===== config.mk =====
export PLATFORM = sky130hd
export DESIGN_NAME = seb_board
export DESIGN_NICKNAME = d
export VERILOG_FILES = /design/src/verilog/seb_pkg.sv /design/src/verilog/seb_board.sv /design/src/verilog/seb_cat_decode.sv /design/src/verilog/seb_dout_bank.sv
export VERILOG_INCLUDE_DIRS = /design/src /design/src/verilog
export SDC_FILE = /design/constraint.sdc
export NUM_CORES = 1
export LEC_CHECK = 0
export CAP_MARGIN = 20
export CORE_MARGIN = 1
export CORE_UTILIZATION = 56
export DETAILED_ROUTE_END_ITERATION = 6
export DONT_BUFFER_PORTS = 1
export PLACE_DENSITY = 0.71
export SETUP_SLACK_MARGIN = 0.4
export SKIP_CTS_REPAIR_TIMING = 1
export SLEW_MARGIN = 15
export SYNTH_ARGS = -nofsm -noshare
export SYNTH_HDL_FRONTEND = slang
export SYNTH_HIERARCHICAL = 1
export SYNTH_SLANG_ARGS = --single-unit

===== constraint.sdc =====
create_clock -name CLK_IN -period 2.5 [get_ports CLK_IN]
set_clock_uncertainty 0.2 [all_clocks]
set_input_delay 0.25 -clock CLK_IN [delete_from_list [all_inputs] [get_ports CLK_IN]]
set_output_delay 0.25 -clock CLK_IN [all_outputs]
set_load 0.01 [all_outputs]

===== src/verilog/seb_params.svh =====
// Constants of the strobed expansion bus slave: bus register offsets,
// operation codes, category nibbles and board decode patterns.
// Assumes inclusion by bare name from the package only; the design modules rely on its macros.
`ifndef SEB_PARAMS_SVH
`define SEB_PARAMS_SVH

// ----------------------------------------------------------------------
// Host-side register offsets, one per operation code
// ----------------------------------------------------------------------
`define SEB_OFS_READ_FIRST   8'hC0
`define SEB_OFS_READ_SECOND  8'hC2
`define SEB_OFS_READ_SPARE   8'hC4
`define SEB_OFS_BUS_RESET    8'hC6
`define SEB_OFS_ADDR_FIRST   8'hC8
`define SEB_OFS_ADDR_SECOND  8'hCA
`define SEB_OFS_ADDR_THIRD   8'hCC
`define SEB_OFS_WRITE_DATA   8'hCE

// ----------------------------------------------------------------------
// Operation codes on the three select lines
// ----------------------------------------------------------------------
`define SEB_OP_READ_FIRST    3'h0
`define SEB_OP_READ_SECOND   3'h1
`define SEB_OP_READ_SPARE    3'h2
`define SEB_OP_BUS_RESET     3'h3
`define SEB_OP_ADDR_FIRST    3'h4
`define SEB_OP_ADDR_SECOND   3'h5
`define SEB_OP_ADDR_THIRD    3'h6
`define SEB_OP_WRITE_DATA    3'h7

// ----------------------------------------------------------------------
// Category nibbles of the first address byte
// ----------------------------------------------------------------------
`define SEB_CAT_4X3_LAST     4'h3
`define SEB_CAT_5X3_LAST     4'h7
`define SEB_CAT_6X3_LAST     4'h9
`define SEB_CAT_6X1          4'hA
`define SEB_CAT_EXPANSION    4'hB
`define SEB_CAT_8X2          4'hC
`define SEB_CAT_8X3          4'hD

// ----------------------------------------------------------------------
// Board decode patterns (bit 0 of each address nibble is the jumper bit)
// ----------------------------------------------------------------------
`define SEB_FIRST_BOARD      3'h0
`define SEB_SECOND_DOUT      3'h0
`define SEB_SECOND_DIN_HI    2'h1
`define SEB_CTRL_VALUE_BIT   0
`define SEB_CTRL_SEL_HI      3
`define SEB_CTRL_SEL_LO      1
`define SEB_EXP_RESET        4'h0

`endif


===== src/verilog/seb_pkg.sv =====
// Types shared by the expansion bus slave modules.
// Assumes seb_params.svh is on the include path.
`include "seb_params.svh"

package seb_pkg;

  // Address category as decoded from the first address byte
  typedef struct packed {
    logic       wide8;
    logic       expansion;
    logic [1:0] cycles;
    logic [3:0] bits;
  } seb_mode_t;

  // One sample of the bus pins
  typedef struct packed {
    logic       strobe_n;
    logic [2:0] op;
    logic [7:0] data;
  } seb_bus_t;

  typedef enum logic [1:0] {
    UNIT_NONE,
    UNIT_DOUT,
    UNIT_DIN
  } seb_unit_t;

endpackage


===== src/verilog/seb_board.sv =====
// Expansion board slave: 8-bit digital output and 4-bit digital input board.
// Assumes bus pins synchronous to CLK_IN; open-drain lines are resolved
// outside from the enables, with pull-ups on data and attention lines.
`timescale 1ns/1ps
`default_nettype none

module seb_board
  import seb_pkg::*;
#(
  parameter logic [2:0] THIRD_MATCH = 3'h0,
  parameter int         N_OUT       = 8,
  parameter int         N_IN        = 4
)(
  input  wire logic             CLK_IN,
  input  wire logic             RSTN_IN,
  input  wire logic             BUS_STROBE_N_IN,
  input  wire logic [2:0]       OP_SELECT_IN,
  input  wire logic [7:0]       BUS_DATA_IN,
  input  wire logic [2:0]       JUMPER_IN,
  input  wire logic [N_IN-1:0]  DIGITAL_IN,
  output logic      [7:0]       BUS_DATA_OUT,
  output logic      [7:0]       BUS_DATA_OE_OUT,
  output logic                  ATTN_REQ_N_OUT,
  output logic                  ATTN_REQ_OE_OUT,
  output logic      [N_OUT-1:0] DIGITAL_OUT
);

  if (N_IN != 4) begin : g_check
    $error("seb_board: the input register holds exactly four bits");
  end

  // ----------------------------------------------------------------------
  // State
  // ----------------------------------------------------------------------
  typedef struct packed {
    logic            strobe_prev;
    logic            lat1;
    logic            lat2;
    logic            lat3;
    seb_unit_t       unit;
    logic            exp_sel;
    logic [3:0]      exp_reg;
    logic [7:0]      dout;
    logic [7:0]      doe;
    logic            attn;
    logic [N_IN-1:0] din_seen;
  } seb_state_t;

  seb_state_t st;
  seb_state_t next_st;
  seb_bus_t   bus;
  seb_mode_t  cat_mode;
  logic       fall;
  logic       dout_wr;
  logic       dout_clr;
  logic       own_exp;

  assign bus  = '{strobe_n: BUS_STROBE_N_IN, op: OP_SELECT_IN,
                  data: BUS_DATA_IN};
  // Act once per strobe, on its leading edge only
  assign fall = st.strobe_prev && !bus.strobe_n;
  assign own_exp = (st.exp_reg == `SEB_EXP_RESET);

  seb_cat_decode u_cat (
    .nibble_in (bus.data[3:0]),
    .mode_out  (cat_mode)
  );

  seb_dout_bank #(.N_OUT(N_OUT)) u_bank (
    .clk_in   (CLK_IN),
    .rst_n_in (RSTN_IN),
    .wr_in    (dout_wr),
    .clr_in   (dout_clr),
    .sel_in   (bus.data[`SEB_CTRL_SEL_HI:`SEB_CTRL_SEL_LO]),
    .val_in   (bus.data[`SEB_CTRL_VALUE_BIT]),
    .bits_out (DIGITAL_OUT)
  );

  // ----------------------------------------------------------------------
  // Bus operations
  // ----------------------------------------------------------------------
  always_comb begin
    next_st             = st;
    next_st.strobe_prev = bus.strobe_n;
    next_st.attn        = (DIGITAL_IN != st.din_seen);
    dout_wr             = 1'b0;
    dout_clr            = 1'b0;
    if (bus.strobe_n) begin
      // Release data lines as soon as the strobe ends
      next_st.doe = 8'h00;
    end
    if (fall) begin
      case (bus.op)
        `SEB_OP_BUS_RESET: begin
          next_st.lat1    = 1'b0;
          next_st.lat2    = 1'b0;
          next_st.lat3    = 1'b0;
          next_st.unit    = UNIT_NONE;
          next_st.exp_sel = 1'b0;
          next_st.exp_reg = `SEB_EXP_RESET;
          dout_clr        = 1'b1;
        end
        `SEB_OP_ADDR_FIRST: begin
          // Only the 4-bit x3 category at our jumper setting matches
          next_st.lat1 = !cat_mode.wide8 && !cat_mode.expansion
                         && (cat_mode.bits == 4'h4)
                         && (cat_mode.cycles == 2'h3)
                         && (bus.data[3:1] == `SEB_FIRST_BOARD)
                         && (bus.data[0] == JUMPER_IN[0])
                         && own_exp;
          next_st.exp_sel = cat_mode.expansion;
          next_st.lat2 = 1'b0;
          next_st.lat3 = 1'b0;
          next_st.unit = UNIT_NONE;
        end
        `SEB_OP_ADDR_SECOND: begin
          next_st.lat3 = 1'b0;
          next_st.lat2 = 1'b0;
          next_st.unit = UNIT_NONE;
          if (st.lat1 && bus.data[0] == JUMPER_IN[1]) begin
            if (bus.data[3:1] == `SEB_SECOND_DOUT) begin
              next_st.lat2 = 1'b1;
              next_st.unit = UNIT_DOUT;
            end else if (bus.data[3:2] == `SEB_SECOND_DIN_HI) begin
              next_st.lat2 = 1'b1;
              next_st.unit = UNIT_DIN;
            end
          end
        end
        `SEB_OP_ADDR_THIRD: begin
          // Earlier latches are kept, so a lone third cycle re-addresses
          next_st.lat3 = st.lat1 && st.lat2
                         && (bus.data[3:1] == THIRD_MATCH)
                         && (bus.data[0] == JUMPER_IN[2]);
        end
        `SEB_OP_WRITE_DATA: begin
          if (st.exp_sel) begin
            next_st.exp_reg = bus.data[3:0];
          end else if (st.lat3 && st.unit == UNIT_DOUT) begin
            dout_wr = 1'b1;
          end
        end
        `SEB_OP_READ_FIRST,
        `SEB_OP_READ_SECOND: begin
          if (st.lat3 && st.unit == UNIT_DOUT) begin
            next_st.dout = 8'h00;
            next_st.doe  = 8'h01;
          end else if (st.lat3 && st.unit == UNIT_DIN) begin
            if (bus.op == `SEB_OP_READ_FIRST) begin
              next_st.dout     = {4'h0, DIGITAL_IN};
              next_st.doe      = 8'h0F;
              next_st.din_seen = DIGITAL_IN;
            end else begin
              next_st.dout = 8'h00;
              next_st.doe  = 8'h01;
            end
          end
        end
        default: begin
          // Spare read: no register here, lines stay released
        end
      endcase
    end
  end

  always_ff @(posedge CLK_IN or negedge RSTN_IN) begin
    if (!RSTN_IN) begin
      st             <= '0;
      st.strobe_prev <= 1'b1;
      st.unit        <= UNIT_NONE;
    end else begin
      st <= next_st;
    end
  end

  assign BUS_DATA_OUT    = st.dout;
  assign BUS_DATA_OE_OUT = st.doe;
  assign ATTN_REQ_N_OUT  = 1'b0;      // Open drain: never driven high
  assign ATTN_REQ_OE_OUT = st.attn;
endmodule

`default_nettype wire


===== src/verilog/seb_cat_decode.sv =====
// Decodes the low nibble of the first address byte into an address mode.
// Purely combinational; the caller samples it on the first address cycle.
`timescale 1ns/1ps
`default_nettype none

module seb_cat_decode
  import seb_pkg::*;
(
  input  wire logic [3:0] nibble_in,
  output seb_mode_t       mode_out
);

  always_comb begin
    mode_out = '{wide8: 1'b0, expansion: 1'b0, cycles: 2'h3, bits: 4'h4};
    if (nibble_in <= `SEB_CAT_4X3_LAST) begin
      mode_out.bits = 4'h4;
    end else if (nibble_in <= `SEB_CAT_5X3_LAST) begin
      mode_out.bits = 4'h5;
    end else if (nibble_in <= `SEB_CAT_6X3_LAST) begin
      mode_out.bits = 4'h6;
    end else if (nibble_in == `SEB_CAT_6X1) begin
      mode_out.bits   = 4'h6;
      mode_out.cycles = 2'h1;
    end else if (nibble_in == `SEB_CAT_EXPANSION) begin
      mode_out.expansion = 1'b1;
      mode_out.cycles    = 2'h1;
    end else begin
      mode_out.wide8 = 1'b1;
      mode_out.bits  = 4'h8;
      if (nibble_in == `SEB_CAT_8X2) begin
        mode_out.cycles = 2'h2;
      end else if (nibble_in != `SEB_CAT_8X3) begin
        mode_out.cycles = 2'h1;
      end
    end
  end

endmodule

`default_nettype wire


===== src/verilog/seb_dout_bank.sv =====
// Bank of latched digital output bits, one written at a time.
// Assumes the caller gives a one-cycle write pulse and a clear pulse.
`timescale 1ns/1ps
`default_nettype none

module seb_dout_bank
  import seb_pkg::*;
#(
  parameter int N_OUT = 8
)(
  input  wire logic             clk_in,
  input  wire logic             rst_n_in,
  input  wire logic             wr_in,
  input  wire logic             clr_in,
  input  wire logic [2:0]       sel_in,
  input  wire logic             val_in,
  output logic      [N_OUT-1:0] bits_out
);

  if (N_OUT != 8) begin : g_check
    $error("seb_dout_bank: three select bits need exactly 8 outputs");
  end

  typedef struct packed {
    logic [N_OUT-1:0] bits;
  } seb_bank_t;

  seb_bank_t st;
  seb_bank_t next_st;

  // ----------------------------------------------------------------------
  // Per-bit update
  // ----------------------------------------------------------------------
  always_comb begin
    next_st = st;
    for (int i = 0; i < N_OUT; i++) begin
      if (clr_in) begin
        next_st.bits[i] = 1'b0;
      end else if (wr_in && (sel_in == 3'(i))) begin
        next_st.bits[i] = val_in;
      end
    end
  end

  always_ff @(posedge clk_in or negedge rst_n_in) begin
    if (!rst_n_in) begin
      st <= '0;
    end else begin
      st <= next_st;
    end
  end

  assign bits_out = st.bits;

endmodule

`default_nettype wire


==> flow_metrics.env <==
export IMPL_status="complete, no violations"
export IMPL_path_max_fanout=8
export IMPL_first_global_vias=1291
export IMPL_cts_sinks=36
export IMPL_io_buffers=0
export IMPL_synth_most_common_cell="dfrtp_1"
export IMPL_setup_slack_ns=0.580
export IMPL_syn_area_per_cell_um2=11.0
export IMPL_die_area_um2=3860
export IMPL_yosysTopAreaCellShare_pct=43.2
export IMPL_placementRows=21
export IMPL_worstReg2RegStart="st[27]"
export IMPL_grt_setup_unrepaired="no"
export IMPL_path_cells="nand3b_1 -> nor4_1 -> buf_4 -> nor4b_2 -> mux2i_1"
export IMPL_cts_buffers_inserted=5
export IMPL_path_class="reg -> reg"
export IMPL_leakagePower_nw=0.996
export IMPL_yosys_area_share_adder_pct=0
export IMPL_areaGrowthSynthToFinish_pct=7.22
export IMPL_synth_xor_area_share_pct=3.46
export IMPL_yosysWarningCount=6
export IMPL_grt_total_usage_pct=19.7
export IMPL_htreeDepth=2
export IMPL_final_antenna_net_count=0
export IMPL_finalHoldViolCount=0
export IMPL_drt_wirelength_per_cell_um=16.0
export IMPL_vias_per_cell=5.66
export IMPL_fmax_mhz=521
export IMPL_hold_start="BUS_DATA_IN[0]"
export IMPL_ys_ff_latch=36
export IMPL_cts_tree="built"
export IMPL_async_flop_share_pct=100
export IMPL_syn_area_um2=2030
export IMPL_setup_tns_ns=0
export IMPL_dp_hpwl_um=2460
export IMPL_ctsRootBufferMaster="clkbuf_4"
export IMPL_antenna_cells=0
export IMPL_cp_start_kind="register"
export IMPL_firstDrtPassIters=4
export IMPL_drt_total_wl_um=3800
export IMPL_pre_cts_ws_ns=0.582
export IMPL_crit_start="st[27]"
export IMPL_required_ns=2.58
export IMPL_synth_top_family_by_area="simple AND/OR/NAND/NOR gates"
export IMPL_cap_violations=0
export IMPL_grt_max_degree=37
export IMPL_drt_iter0_markers=33
export IMPL_drive_above_1_share_pct=16.7
export IMPL_cpPeakStageDelay_ns=0.45
export IMPL_overflow=0
export IMPL_synth_edf_count=0
export IMPL_cp_arrival_ns=2.00
export IMPL_antenna_found_initial=0
export IMPL_vias=1348
export IMPL_synth_cells=185
export IMPL_clock_latency_ns=0.35
export IMPL_synthTopCellsByArea="dfrtp_1 43%, buf_4 7.0%, mux2i_1 5.9%"
export IMPL_ys_top_cells_by_count="35 x dfrtp_1, 19 x buf_4, 14 x nand2b_1"
export IMPL_clk_pin_slew_ns=0.11
export IMPL_worstSetupEndpointType="register"
export IMPL_yosysSeqAreaShare_pct=44.5
export IMPL_die_w_um=62.2
export IMPL_core_um2=3390
export IMPL_post_route_drc_count=0
export IMPL_start_util_pct=59.8
export IMPL_synth_area_mux_share_pct=9.44
export IMPL_vdd_ir_drop_max_v=0.000276
export IMPL_yosysTopAreaCell="dfrtp_1"
export IMPL_cp_slowest_cell="dfrtp_1"
export IMPL_setup_viol=0
export IMPL_ys_types=49
export IMPL_grt_pass1_wl_um=5890
export IMPL_power_density_nw_per_um2=480
export IMPL_min_period_ns=1.92
export IMPL_dominantRegCellSynth="dfrtp_1"
export IMPL_drv_slew=0
export IMPL_gp_congestion=0.802
export IMPL_io_pins=47
export IMPL_die_h_um=62.2
export IMPL_final_nets=212
export IMPL_hp_class="in -> reg"
export IMPL_synth_simple_area_share_pct=25.4
export IMPL_critPathBufInv=1
export IMPL_finalCritPeriodShare_pct=76.8
export IMPL_path_delay_family="simple AND/OR/NAND/NOR gates"
export IMPL_synth_compound_area_share_pct=7.72
export IMPL_clock_path_buffers=2
-- path summary, 6_finish.rpt --
check	slack, ns	end	cells past startpoint
setup / recovery	0.58	u_bank/bits_out[0]	5
hold / removal	0.01	st[29]	3
setup reg to reg	0.58	u_bank/bits_out[0]	5
hold reg to reg	0.30	st[29]	2
max in group asynchronous	1.72	st[31]	2
min in group asynchronous	0.15	BUS_DATA_OE_OUT[5]	2
-- kinds of logic (layout without fill, tap and decap cells) --
| family | Yosys count | in the layout |
|---|---|---|
| flops | 36 | 36 |
| xor+xnor | 8 | 8 |
| simple gates | 73 | 73 |
| mux | 17 | 17 |
| compound gates | 20 | 20 |
| buf+inv | 30 | 33 |
| other cells | 1 | 5 |
-- sequential cells by signal, indices dropped and copies added (netlist names) --
signal and flops:
st 15, BUS_DATA_OE_OUT 8, u_bank/bits_out 8, BUS_DATA_OUT 4
ATTN_REQ_OE_OUT 1
-- cell usage in the layout (no fill, tap or decap), types with 3 or more instances in the layout --
cell,n
inv_1,8
nand2_1,11
a22o_2,4
nor2_1,7
and4bb_1,3
dfrtp_1,35
nand4b_1,3
nor3b_1,4
mux2_4,4
nand2b_1,14
conb_1,5
clkbuf_4,5
nand4_1,5
dlygate4sd3_1,14
mux2i_1,12
xnor2_1,6
and2_1,4
-- worst reg2reg max path: stages (launching register included) --
cell      delay [ns]
dfrtp_1         0.45
nand3b_1        0.21
nor4_1          0.32
buf_4           0.20
nor4b_2         0.25
mux2i_1         0.21
-- stage by stage --
stage / hold WS (ns) / cells / total power (W) / util [%] / cell area (µm²)
final: 0.00995 / 238 / 0.00104 / 64.1 / 2170
after global routing: 0.00561 / 238 / 0.00110 / 64.1 / 2170
after CTS: -0.636 / 223 / 0.00101 / 59.4 / 2010
after detailed placement: -0.245 / 215 / 0.000702 / 57.7 / 1960
after global placement: -0.245 / 215 / 0.000698 / 57.7 / 1960
after floorplan: -0.246 / 189 / 0.000701 / - / 2040
-- where the power goes --
group / switching (W) / internal (W) / leakage [nW]
Sequential: 0.0000119 / 0.000604 / 0.483
Clock: 0.000200 / 0.000108 / 0.0349
Combinational: 0.0000654 / 0.0000542 / 0.478
Total: 0.000277 / 0.000766 / 0.996
-- cell type report --
class	instances	area [µm²]
Fill cell	266	1220
Sequential cell	36	902
Clock inverter	3	18.8
Timing Repair Buffer	17	175
Multi-Input combinational cell	123	952
Clock buffer	5	37.5
Inverter	8	30.0
Tap cell	46	57.6
-- layer usage --
| metal | vias up | track usage, % | routed length [µm] |
|---|---|---|---|
| li1 | 638 | - | - |
| met1 | 650 | 24.1 | 1640 |
| met4 | 0 | 6.98 | 74 |
| met2 | 52 | 32.4 | 1820 |
| met3 | 8 | 6.43 | 264 |
| met5 | - | 0 | 0 |
No activity file was read; power rests on OpenSTA's default activity.
